**config.mk**
```make
export PLATFORM = sky130hd
export DESIGN_NAME = resampler
export DESIGN_NICKNAME = d
export VERILOG_FILES = /design/src/include/resample_pkg.sv /design/src/hdl/resampler.sv
export SDC_FILE = /design/constraint.sdc
export NUM_CORES = 2
export LEC_CHECK = 0
export BUFFER_PORTS_ARGS = -buffer_cell sky130_fd_sc_hd__buf_4
export CAP_MARGIN = 15
export CORE_MARGIN = 2
export CORE_UTILIZATION = 35
export CTS_BUF_LIST = sky130_fd_sc_hd__clkbuf_2 sky130_fd_sc_hd__clkbuf_4 sky130_fd_sc_hd__clkbuf_8
export DETAILED_ROUTE_END_ITERATION = 8
export MAX_ROUTING_LAYER = met4
export PLACE_DENSITY_LB_ADDON = 0.15
export SLEW_MARGIN = 20
export SYNTH_ARGS = -nofsm -noshare
export SYNTH_HDL_FRONTEND = slang
export SYNTH_SLANG_ARGS = --single-unit
export TNS_END_PERCENT = 100
```
**constraint.sdc**
```tcl
create_clock -name CLOCK -period 14.6 [get_ports CLOCK]
set_input_delay 1.46 -clock CLOCK [delete_from_list [all_inputs] [get_ports CLOCK]]
set_output_delay 1.46 -clock CLOCK [all_outputs]
set_load 0.01 [all_outputs]
```
**src/include/resample_pkg.sv**
```systemverilog
package resample_pkg;
	localparam int SAMPLE_W = 16;
	localparam int CTRL_W = 16;
	localparam int FACTOR_W = 4;
	localparam int UP_W = 20;
	localparam int ACC_W = 40;
	localparam int TAPS = 7;
	localparam int COEF_Q = 15;
	localparam int IIR_SHIFT = 3;
	localparam logic [FACTOR_W-1:0] FACTOR_ONE = 4'h1;
	localparam logic [FACTOR_W-1:0] FACTOR_RESET = 4'h5;
	localparam logic [FACTOR_W-1:0] PHASE_FIRST = 4'h0;
	localparam logic signed [ACC_W-1:0] SAT_HI = 40'sh0000007FFF;
	localparam logic signed [ACC_W-1:0] SAT_LO = 40'shFFFFFF8000;
	localparam logic signed [SAMPLE_W-1:0] SAMPLE_ZERO = 16'sh0000;
	// plain symmetric low-pass, Q15; replace with a designed set per rate
	localparam logic signed [SAMPLE_W-1:0] COEF [TAPS] = '{16'sh0400, 16'sh0C00, 16'sh1800, 16'sh1C00,
		16'sh1800, 16'sh0C00, 16'sh0400};

	// one 32-bit codec transfer: audio in the upper half
	typedef struct packed {
		logic signed [SAMPLE_W-1:0] audio;
		logic [CTRL_W-1:0] ctrl;
	} codec_word_t;

	typedef enum logic [3:0] {DEC_FIR = 4'h1, DEC_IIR = 4'h2, DEC_AVG = 4'h4, DEC_DROP = 4'h8} dec_mode_t;
	typedef enum logic [2:0] {INT_FIR = 3'h1, INT_ZERO = 3'h2, INT_HOLD = 3'h4} int_mode_t;

	// factors whose processing rate divides 40 kHz exactly
	function automatic logic factor_legal(input logic [FACTOR_W-1:0] d);
		return d == 4'h1 || d == 4'h2 || d == 4'h4 || d == 4'h5 || d == 4'h8 || d == 4'hA;
	endfunction

	// 1/d in Q15 for the averaging mode
	function automatic logic [SAMPLE_W-1:0] recip(input logic [FACTOR_W-1:0] d);
		logic [SAMPLE_W-1:0] r;
		r = 16'h7FFF;
		case (d)
			4'h2: r = 16'h4000;
			4'h4: r = 16'h2000;
			4'h5: r = 16'h199A;
			4'h8: r = 16'h1000;
			4'hA: r = 16'h0CCD;
			default: r = 16'h7FFF;
		endcase
		return r;
	endfunction

	function automatic logic signed [SAMPLE_W-1:0] sat(input logic signed [ACC_W-1:0] v);
		logic signed [SAMPLE_W-1:0] r;
		r = SAMPLE_W'(v);
		if (v > SAT_HI) r = SAMPLE_W'(SAT_HI);
		if (v < SAT_LO) r = SAMPLE_W'(SAT_LO);
		return r;
	endfunction
endpackage

```
**src/hdl/resampler.sv**
```systemverilog
`timescale 1ns/1ns
// multiply-accumulate over a tap window; shared by both filters
module fir_mac
	import resample_pkg::*;
#(
	parameter int IN_W = 16 // width of one tap
) (
	input wire logic signed [IN_W-1:0] taps [TAPS], // tap window, newest first
	output logic signed [ACC_W-1:0] sum // full-precision sum
);
	always_comb begin
		sum = '0;
		for (int i = 0; i < TAPS; i++) begin
			// widen both operands first so the product keeps its full precision
			sum = sum + ACC_W'(taps[i]) * ACC_W'(COEF[i]);
		end
	end
endmodule

// Contract
// - FIR decimator evaluates once per group
// - every sample enters the delay line
// - recursive decimator updates on every sample
// - interpolation runs at full codec slot rate
// - unfiltered: sample once, then zeros or repeats
// - one consumer pulse per D samples
// - optional averaging or dropping decimation
// - factor must divide 40 kHz exactly
// - 32-bit words, 16-bit audio extracted
module resampler
	import resample_pkg::*;
(
	input wire logic CLOCK, // 250 MHz system clock
	input wire logic RST, // async reset, active high
	input wire logic [FACTOR_W-1:0] FACTOR, // decimation factor D
	input wire dec_mode_t DEC_MODE, // decimation method
	input wire int_mode_t INT_MODE, // interpolation method
	input wire logic RX_VALID, // codec word strobe, one cycle
	input wire codec_word_t RX_WORD, // codec word in
	output logic DEC_VALID, // group complete pulse
	output logic signed [SAMPLE_W-1:0] DEC_SAMPLE, // decimated sample
	output logic FACTOR_ERR, // requested factor refused
	input wire logic PROC_VALID, // processed sample strobe
	input wire logic signed [SAMPLE_W-1:0] PROC_SAMPLE, // processed sample
	input wire logic [CTRL_W-1:0] TX_CTRL, // control half for output
	output logic TX_VALID, // output slot strobe
	output codec_word_t TX_WORD // codec word out
);
	logic [FACTOR_W-1:0] factor;
	logic [FACTOR_W-1:0] phase;
	logic signed [SAMPLE_W-1:0] dline [TAPS-1];
	logic signed [UP_W-1:0] uline [TAPS-1];
	logic signed [SAMPLE_W-1:0] iir_y;
	logic signed [ACC_W-1:0] acc;
	logic signed [SAMPLE_W-1:0] proc;
	logic fresh;
	logic signed [SAMPLE_W-1:0] dec_win [TAPS];
	logic signed [UP_W-1:0] up_win [TAPS];
	logic signed [ACC_W-1:0] fir_sum;
	logic signed [ACC_W-1:0] int_sum;
	logic signed [SAMPLE_W-1:0] dec_sel;
	logic signed [SAMPLE_W-1:0] tx_sel;

	// phase and factor decode
	wire logic signed [SAMPLE_W-1:0] x = RX_WORD.audio;
	wire logic factor_ok = factor_legal(FACTOR);
	wire logic last = phase == factor - FACTOR_ONE;
	wire logic group_end = RX_VALID && last;
	wire logic fir_en = group_end && DEC_MODE == DEC_FIR;

	// a new factor is only taken at a group boundary, so no group is cut short
	always_ff @(posedge CLOCK or posedge RST) begin
		if (RST) begin
			phase <= PHASE_FIRST;
			factor <= FACTOR_RESET;
			FACTOR_ERR <= 1'b0;
		end else begin
			FACTOR_ERR <= !factor_ok;
			if (RX_VALID) begin
				phase <= last ? PHASE_FIRST : phase + FACTOR_ONE;
				if (last && factor_ok) factor <= FACTOR;
			end
		end
	end

	// decimation window; operands held at zero off-phase so the multipliers stay quiet
	assign dec_win[0] = fir_en ? x : SAMPLE_ZERO;
	generate
		for (genvar i = 1; i < TAPS; i++) begin : g_dwin
			assign dec_win[i] = fir_en ? dline[i-1] : SAMPLE_ZERO;
		end
	endgenerate

	fir_mac #(.IN_W(SAMPLE_W)) u_dec_fir (
		.taps(dec_win),
		.sum(fir_sum)
	);

	// recursive path and averaging arithmetic
	wire logic signed [SAMPLE_W:0] iir_diff = (SAMPLE_W+1)'(x) - (SAMPLE_W+1)'(iir_y);
	wire logic signed [SAMPLE_W-1:0] next_iir = iir_y + SAMPLE_W'(iir_diff >>> IIR_SHIFT);
	wire logic signed [ACC_W-1:0] acc_sum = (phase == PHASE_FIRST ? '0 : acc) + ACC_W'(x);
	wire logic signed [ACC_W-1:0] recip_ext = ACC_W'(recip(factor));
	wire logic signed [ACC_W-1:0] avg_prod = acc_sum * recip_ext;

	// every sample shifts in, skipped positions too, so nothing aliases
	always_ff @(posedge CLOCK or posedge RST) begin
		if (RST) begin
			dline <= '{default: '0};
			iir_y <= SAMPLE_ZERO;
			acc <= '0;
		end else if (RX_VALID) begin
			dline[0] <= x;
			for (int i = 1; i < TAPS-1; i++) dline[i] <= dline[i-1];
			iir_y <= next_iir;
			acc <= acc_sum;
		end
	end

	// decimator result per method
	always_comb begin
		unique case (DEC_MODE)
			DEC_FIR: dec_sel = sat(fir_sum >>> COEF_Q);
			DEC_IIR: dec_sel = next_iir;
			DEC_AVG: dec_sel = sat(avg_prod >>> COEF_Q);
			DEC_DROP: dec_sel = x;
			default: dec_sel = x;
		endcase
	end

	always_ff @(posedge CLOCK or posedge RST) begin
		if (RST) begin
			DEC_VALID <= 1'b0;
			DEC_SAMPLE <= SAMPLE_ZERO;
		end else begin
			DEC_VALID <= group_end;
			if (group_end) DEC_SAMPLE <= dec_sel;
		end
	end

	// processed sample waits for the next slot; a new arrival beats the consume
	always_ff @(posedge CLOCK or posedge RST) begin
		if (RST) begin
			proc <= SAMPLE_ZERO;
			fresh <= 1'b0;
		end else if (PROC_VALID) begin
			proc <= PROC_SAMPLE;
			fresh <= 1'b1;
		end else if (RX_VALID) begin
			fresh <= 1'b0;
		end
	end

	// zero-stuffed input scaled by D keeps passband gain at unity
	wire logic signed [UP_W-1:0] up_x = fresh ? UP_W'(proc) * UP_W'($signed({1'b0, factor})) : '0;
	assign up_win[0] = up_x;
	generate
		for (genvar i = 1; i < TAPS; i++) begin : g_uwin
			assign up_win[i] = uline[i-1];
		end
	endgenerate

	fir_mac #(.IN_W(UP_W)) u_int_fir (
		.taps(up_win),
		.sum(int_sum)
	);

	always_ff @(posedge CLOCK or posedge RST) begin
		if (RST) begin
			uline <= '{default: '0};
		end else if (RX_VALID) begin
			uline[0] <= up_x;
			for (int i = 1; i < TAPS-1; i++) uline[i] <= uline[i-1];
		end
	end

	// output slot value; hold repeats the last word actually sent
	always_comb begin
		unique case (INT_MODE)
			INT_FIR: tx_sel = sat(int_sum >>> COEF_Q);
			INT_ZERO: tx_sel = fresh ? proc : SAMPLE_ZERO;
			INT_HOLD: tx_sel = fresh ? proc : TX_WORD.audio;
			default: tx_sel = SAMPLE_ZERO;
		endcase
	end

	always_ff @(posedge CLOCK or posedge RST) begin
		if (RST) begin
			TX_VALID <= 1'b0;
			TX_WORD <= '0;
		end else begin
			TX_VALID <= RX_VALID;
			if (RX_VALID) TX_WORD <= '{audio: tx_sel, ctrl: TX_CTRL};
		end
	end

	phase_wrap_a: assert property (@(posedge CLOCK) disable iff (RST)
		RX_VALID && last |=> phase == PHASE_FIRST)
		else $error("phase did not wrap at group end");
	pulse_cause_a: assert property (@(posedge CLOCK) disable iff (RST)
		DEC_VALID |-> $past(RX_VALID) && $past(phase) == $past(factor) - FACTOR_ONE)
		else $error("group pulse without group end");
	single_pulse_a: assert property (@(posedge CLOCK) disable iff (RST)
		DEC_VALID |=> !DEC_VALID)
		else $error("group pulse longer than one cycle");
	shift_every_a: assert property (@(posedge CLOCK) disable iff (RST)
		RX_VALID |=> dline[0] == $past(x) && dline[1] == $past(dline[0]))
		else $error("sample not shifted into delay line");
	iir_output_a: assert property (@(posedge CLOCK) disable iff (RST)
		DEC_VALID && $past(DEC_MODE) == DEC_IIR |-> DEC_SAMPLE == iir_y)
		else $error("recursive output differs from state");
	slot_rate_a: assert property (@(posedge CLOCK) disable iff (RST)
		TX_VALID == $past(RX_VALID))
		else $error("output slot not paired with input slot");
	zero_fill_a: assert property (@(posedge CLOCK) disable iff (RST)
		TX_VALID && $past(INT_MODE) == INT_ZERO && !$past(fresh) |-> TX_WORD.audio == SAMPLE_ZERO)
		else $error("zero fill slot not zero");
	hold_fill_a: assert property (@(posedge CLOCK) disable iff (RST)
		TX_VALID && $past(INT_MODE) == INT_HOLD && !$past(fresh) |-> $stable(TX_WORD.audio))
		else $error("hold slot changed value");
	avg_restart_a: assert property (@(posedge CLOCK) disable iff (RST)
		RX_VALID && phase == PHASE_FIRST |=> acc == ACC_W'($past(x)))
		else $error("accumulator not restarted");
	factor_legal_a: assert property (@(posedge CLOCK) disable iff (RST)
		factor_legal(factor))
		else $error("illegal factor in use");
	reset_clear_a: assert property (@(posedge CLOCK) disable iff (RST)
		$past(RST) |-> phase == PHASE_FIRST && acc == '0 && dline[0] == SAMPLE_ZERO)
		else $error("state not cleared by reset");
endmodule

```
# After elaboration in Yosys (flattened, before gate mapping)
# Index checks and enable logic that the tools add are counted.
[totals] reg_bits=348 latch_bits=0 ram_bits=0 mem_bits_ro=0 in_bits=79 output_inout_bits=51 wordCells=114 memories=0
[op_classes] n_addsub=17 multipliers=12 n_div=0 order_cmp=6 eq_ne=19 shift=0 n_mux=23 bitwise_logic=0 reduce_logical=13
[op_table] op="$add 40x40->40" count=9
[op_table] op="$mux 16" count=15
[op_table] op="$pmux 16 s3" count=2
[op_table] op="$mul 20x3->23 const B" count=4
[op_table] op="$mul 16x3->19 const B" count=4
[op_table] op="$gt 25x16->1 const B" count=3
[op_table] op="$lt 25x16->1 const B" count=3
[op_table] op="$pmux 15 s5" count=1
[op_table] op="$add 40x26->40" count=1
[op_table] op="$add 40x30->40" count=1
[op_table] op="$mul 40x16->40" count=1
[op_table] op="$mux 40" count=1
[op_table] op="$add 30x33->34" count=1
[op_table] op="$add 26x29->30" count=1
[op_table] op="$mul 20x4->24 const B" count=1
[op_table] op="$eq 4x3->1 const B" count=5
[op_table] op="$mul 16x4->20 const B" count=1
[op_table] op="$mul 20x4->20" count=1
[op_table] op="$mux 20" count=1
[op_table] op="$sub 16x16->17" count=1
[op_table] op="$add 16x14->16" count=1
[op_table] op="$eq 4x4->1 const B" count=4
[op_table] op="$eq 4x2->1 const B" count=3
[op_table] op="$eq 4x1->1 const B" count=2
[op_table] op="other kinds (15)" count=23

# Longest topological paths before layout
[logic_depth] word_depth=16 mapped_depth=50 mapped_depth_nobuf=46

# Cells and area by module
# A second synthesis with hierarchy kept.
[unflattened] cells_unflattened=5615 hier_area_um2=52709.3
[modules_own_cells] mod="resampler" n_inst=1 cells_each=3386 area_per_inst_um2=33578.5 seq_area_each_um2=8710.9
[modules_own_cells] mod="fir_mac at u_int_fir" n_inst=1 cells_each=1232 area_per_inst_um2=10493.8 seq_area_each_um2=0.0
[modules_own_cells] mod="fir_mac at u_dec_fir" n_inst=1 cells_each=997 area_per_inst_um2=8637.0 seq_area_each_um2=0.0

# Least setup slack after synthesis
# No wires, ideal clock.
[synth_timing] path_type="in2reg" from="input DEC_MODE[1]" to="register DEC_SAMPLE[2]" t_arrival_ps=10863 t_required_ps=14467 path_slack_ps=3604 cell_stages=40 path_buffers=3 cell_sequence="or4b_2 > nor4_1 > clkbuf_1 > clkbuf_1 > and2_1 > ha_1 > ha_1 > nor2b_1 > o21ai_0 > a21boi_0 > o21ai_0 > a21boi_0 > o21ai_0 > a21boi_0 > o21ai_0 > a21boi_0 > o21ai_0 > nand2b_1 > (+4 left out) > o21ai_0 > o41ai_1 > xor2_1 > fa_1 > fa_1 > fa_1 > inv_1 > ha_1 > a21o_1 > a221o_1 > a21oi_2 > mux2_2 > a41o_1 > clkbuf_1 > nor2_1 > nor2_1 > a221oi_1 > a31oi_1"
[synth_via] elab_chain_cells=14 elab_cells_between_ends=27 cone_classes="add/sub: 6; mul: 5; order compare: 2; eq/ne: 3; mux: 10; reduce/logical: 1"
[synth_rtl] item="start, declared" line="resampler.sv:36" source="input wire dec_mode_t DEC_MODE,"
[synth_rtl] item="$eq 4x1->1" line="resampler.sv:69, resampler.sv:122"
[synth_rtl] item="$logic_and 1x1->1" line="resampler.sv:69" source="wire logic fir_en = group_end && DEC_MODE == DEC_FIR;"
[synth_rtl] item="$mux 16" line="resampler.sv:90" source="assign dec_win[i] = fir_en ? dline[i-1] : SAMPLE_ZERO;"
[synth_rtl] item="$mul 16x3->19" line="resampler.sv:15" source="sum = sum + ACC_W'(taps[i]) * ACC_W'(COEF[i]);"
[synth_rtl] item="$add 26x29->30" line="resampler.sv:15"
[synth_rtl] item="$add 40x40->40 (4 in series)" line="resampler.sv:15"
[synth_rtl] item="$add 40x26->40" line="resampler.sv:15"
[synth_rtl] item="$gt 25x16->1" line="resample_pkg.sv:52" source="if (v > SAT_HI) r = SAMPLE_W'(SAT_HI);"
[synth_rtl] item="$mux 16" line="resample_pkg.sv:52"
[synth_rtl] item="$mux 16" line="resample_pkg.sv:53" source="if (v < SAT_LO) r = SAMPLE_W'(SAT_LO);"
[synth_rtl] item="$pmux 16 s3 *" line="resampler.sv:122" source="unique case (DEC_MODE)"
[synth_rtl] item="end signal, assigned" line="resampler.sv:137" source="if (group_end) DEC_SAMPLE <= dec_sel;"
[synth_rtl] item="end, declared" line="resampler.sv:41" source="output logic signed [SAMPLE_W-1:0] DEC_SAMPLE,"
# Mark *: on every way between the ends. The rest lies on a longest branch, timed or not.
# A chain may end at the register's enable or synchronous reset.

# Worst setup path after layout
[layout_timing] from="register phase[0]" to="register DEC_SAMPLE[5]"
[layout_via] elab_chain_cells=15 elab_cells_between_ends=34 cone_classes="add/sub: 7; mul: 6; order compare: 4; eq/ne: 1; mux: 13; reduce/logical: 3"
[layout_rtl] item="start, declared" line="resampler.sv:50" source="logic [FACTOR_W-1:0] phase;"
[layout_rtl] item="start signal, assigned" line="resampler.sv:80" source="phase <= last ? PHASE_FIRST : phase + FACTOR_ONE;"
[layout_rtl] item="$eq 4x4->1" line="resampler.sv:67" source="wire logic last = phase == factor - FACTOR_ONE;"
[layout_rtl] item="$logic_and 1x1->1" line="resampler.sv:68" source="wire logic group_end = RX_VALID && last;"
[layout_rtl] item="$logic_and 1x1->1" line="resampler.sv:69"
[layout_rtl] item="$mux 16" line="resampler.sv:90"
[layout_rtl] item="$mul 16x3->19" line="resampler.sv:15"
[layout_rtl] item="$add 26x29->30" line="resampler.sv:15"
[layout_rtl] item="$add 40x40->40 (4 in series)" line="resampler.sv:15"
[layout_rtl] item="$add 40x26->40" line="resampler.sv:15"
[layout_rtl] item="$gt 25x16->1" line="resample_pkg.sv:52"
[layout_rtl] item="$mux 16" line="resample_pkg.sv:52"
[layout_rtl] item="$mux 16" line="resample_pkg.sv:53"
[layout_rtl] item="$pmux 16 s3" line="resampler.sv:122"
# Parallel ways exist; a longest one is shown, timed or not.

==> qor.yml <==
multi_input_area_um2: 37300
finalSetupViolCount: 0
fin_setup_tns_ps: 0
fillers: 14700
clock_sinks: 348
yosysSeqAreaShare_pct: 17.1
critPathMostFrequentCell: "fa_1"
grt_pass1_vias: 39200
rsz0062_at_grt: "no"
cts_buffers: 77
min_period_ps: 12390
grt_overflow: 0
hold_class: "reg2reg"
synth_top_area_cell: "fa_1"
io_pins: 130
synthesis.area_um2: 50900
syn_nets: 6851
viasPerCell: 4.80
ys_top_cells_by_area: "fa_1, dfrtp_1, ha_1"
required_ps: 15210
route.met2.wl_um: 59700
relSlewSlack_pct: 26.0
die_w_um: 385
top_layer_used: "met4"
cts.repair.resized: 0
die_h_um: 385
final_antenna_net_count: 0
row_count: 139
worstPathArrival_ps: 13000
grt_use_total_pct: 19.0
cap_viol_max_count: 0
initial_core_util_pct: 35.4
antenna_found_initial: 4
crit_start: "phase[0]$_DFFE_PP0P_"
route.met3.wl_um: 4380
worst_setup_path_end_kind: "flop"
hold_viol: 0
fp.coreArea_um2: 144000
yosysMostFrequentCell: "inv_1"
firstDrtPassIters: 5
status: "finished clean"
wl_met1_um: 64300
synthArstFlopShare_pct: 100
routedWlPerCell_um: 17.3
root_buffer: "clkbuf_8"
drtIter0Drc: 1567
wl_um: 131000
drive_above_1_share_pct: 10.3
synth.top_cells.by_count: "inv_1, fa_1, ha_1"
htreeDepth: 3
cts_setup_buffers: 0
final-max-slew-violation-count: 0
clock_skew_ps: 50.3
holdBufCountCts: 0
via_count: 36500
crit_type: "reg2reg"
drc: 0
hpwl_um: 108000
synth.top_cell.area_share_pct: 25.2
synth_edf_count: 0
syn-instance-count: 5517
cp_slowest_cell: "xnor2_1"
rr_startpoint: "phase[0]$_DFFE_PP0P_"
worstSetupStartpointType: "flop"
finalNetCount: 6961
clock.fmax_ghz: 0.0807
avgSynthCellArea_um2: 9.23
syn_to_final_growth_pct: 9.56
clk_pin_slew_ps: 60
grt_pass1_wl_um: 216000
clk_latency_ps: 750
grt_max_degree: 169
dieArea_um2: 149000
min_from: "acc[39]$_DFFE_PP0P_"
portBuffers: 113
yosysWarnings: 0
synth_cell_types: 88
cp_max_fo: 40
tightest_slew_ps: 1100
ys_ff_latch: 348
clockBufferDepth: 3
gp_congestion: 0.898
synth_top_flop_cell: "dfrtp_1"
critPathMaxStageDelay_ps: 790
seq_area_um2: 8710
min_period_over_period_pct: 84.9
cts_tree: "done"
==> final cells by class <==
type / instances / area share (%)
clock buffers: 117 / 2.63
clock inverters: 22 / 0.422
inverters: 1190 / 8.02
flip-flops and latches: 348 / 15.6
well taps: 1903 / 4.27
repair buffers: 150 / 2.08
multi-input cells: 3860 / 67.0
diodes: 1 / 0.00449
==> routing by layer <==
layer  track usage, %  up-vias
li1                 -    17900
met1             26.2    17900
met2             30.1      502
met3             2.19      158
met4             3.98        0
met5                -        -
==> cell usage in the layout (no fill, tap or decap), types with 10 or more instances in the layout <==
cell type	count
nor2b_1	82
fa_1	642
nand3_1	65
o21a_1	24
o21ai_0	262
nand4_1	11
nor2_1	340
a22oi_1	23
buf_4	147
a31oi_1	17
o2111ai_1	10
or2_2	15
clkbuf_8	94
and2_1	137
mux2_2	238
or3_1	17
xor2_1	97
o21bai_1	20
nand2b_1	53
dfrtp_1	345
nor3_1	52
mux2i_1	17
clkinv_2	12
xnor2_1	240
a211oi_1	11
clkbuf_4	23
ha_1	613
a21boi_0	36
o211ai_1	22
nand2_1	330
a21oi_1	222
inv_1	1188
a21o_1	89
and3_1	22
==> critical path: cells and delay by family (launching register included) <==
| kind | cells | cell delay [ps] |
|---|---|---|
| buffers and inverters | 6 | 950 |
| AOI/OAI and AO/OA | 10 | 3120 |
| DFF | 1 | 440 |
| xor gates and xnor gates | 3 | 1620 |
| adders and majority gates | 9 | 3840 |
| and+or+nand+nor | 10 | 2250 |
==> through the flow <==
stage	std cells	hold WS [ps]	area [um^2]	worst slack (ps)	utilization [%]
CTS	7590	499	55800	2140	38.7
global route	7591	511	55800	1430	38.7
floorplan	5517	454	50900	3490	-
detailed placement	7451	487	54100	1970	37.5
finish	7591	494	55800	2210	38.7
global placement	7451	473	54100	1980	37.5
==> path summary, 6_finish.rpt <==
path,cells past startpoint,slack (ps),endpoint
min in group asynchronous,2,760,TX_WORD[15]$_DFFE_PP0P_
max in group asynchronous,4,11750,factor[3]$_DFFE_PP0P_
worst max register to register,38,2210,DEC_SAMPLE[5]$_DFFE_PP0P_
worst max-delay path,38,2210,DEC_SAMPLE[5]$_DFFE_PP0P_
worst min register to register,2,490,acc[39]$_DFFE_PP0P_
worst min-delay path,2,490,acc[39]$_DFFE_PP0P_
==> sequential cells by signal, indices dropped and copies added, names as in the netlist <==
signal	flops
acc	40
TX_VALID	1
factor	4
TX_WORD	32
phase	4
FACTOR_ERR	1
uline	120
dline	96
proc	16
DEC_VALID	1
iir_y	16
DEC_SAMPLE	16
fresh	1
==> cells by family after synthesis <==
kind of cell | count (synthesis) | synth area share (%)
AOI/OAI and AO/OA | 833 | 10.2
xor gates and xnor gates | 344 | 6.08
adders and majority gates | 1255 | 40.3
buffers and inverters | 1309 | 9.66
DFF | 348 | 17.1
muxes | 256 | 5.63
and+or+nand+nor | 1172 | 11.0
Power is not shown: default switching activity piles up to over one toggle a cycle in this logic, so the estimate is an artifact.
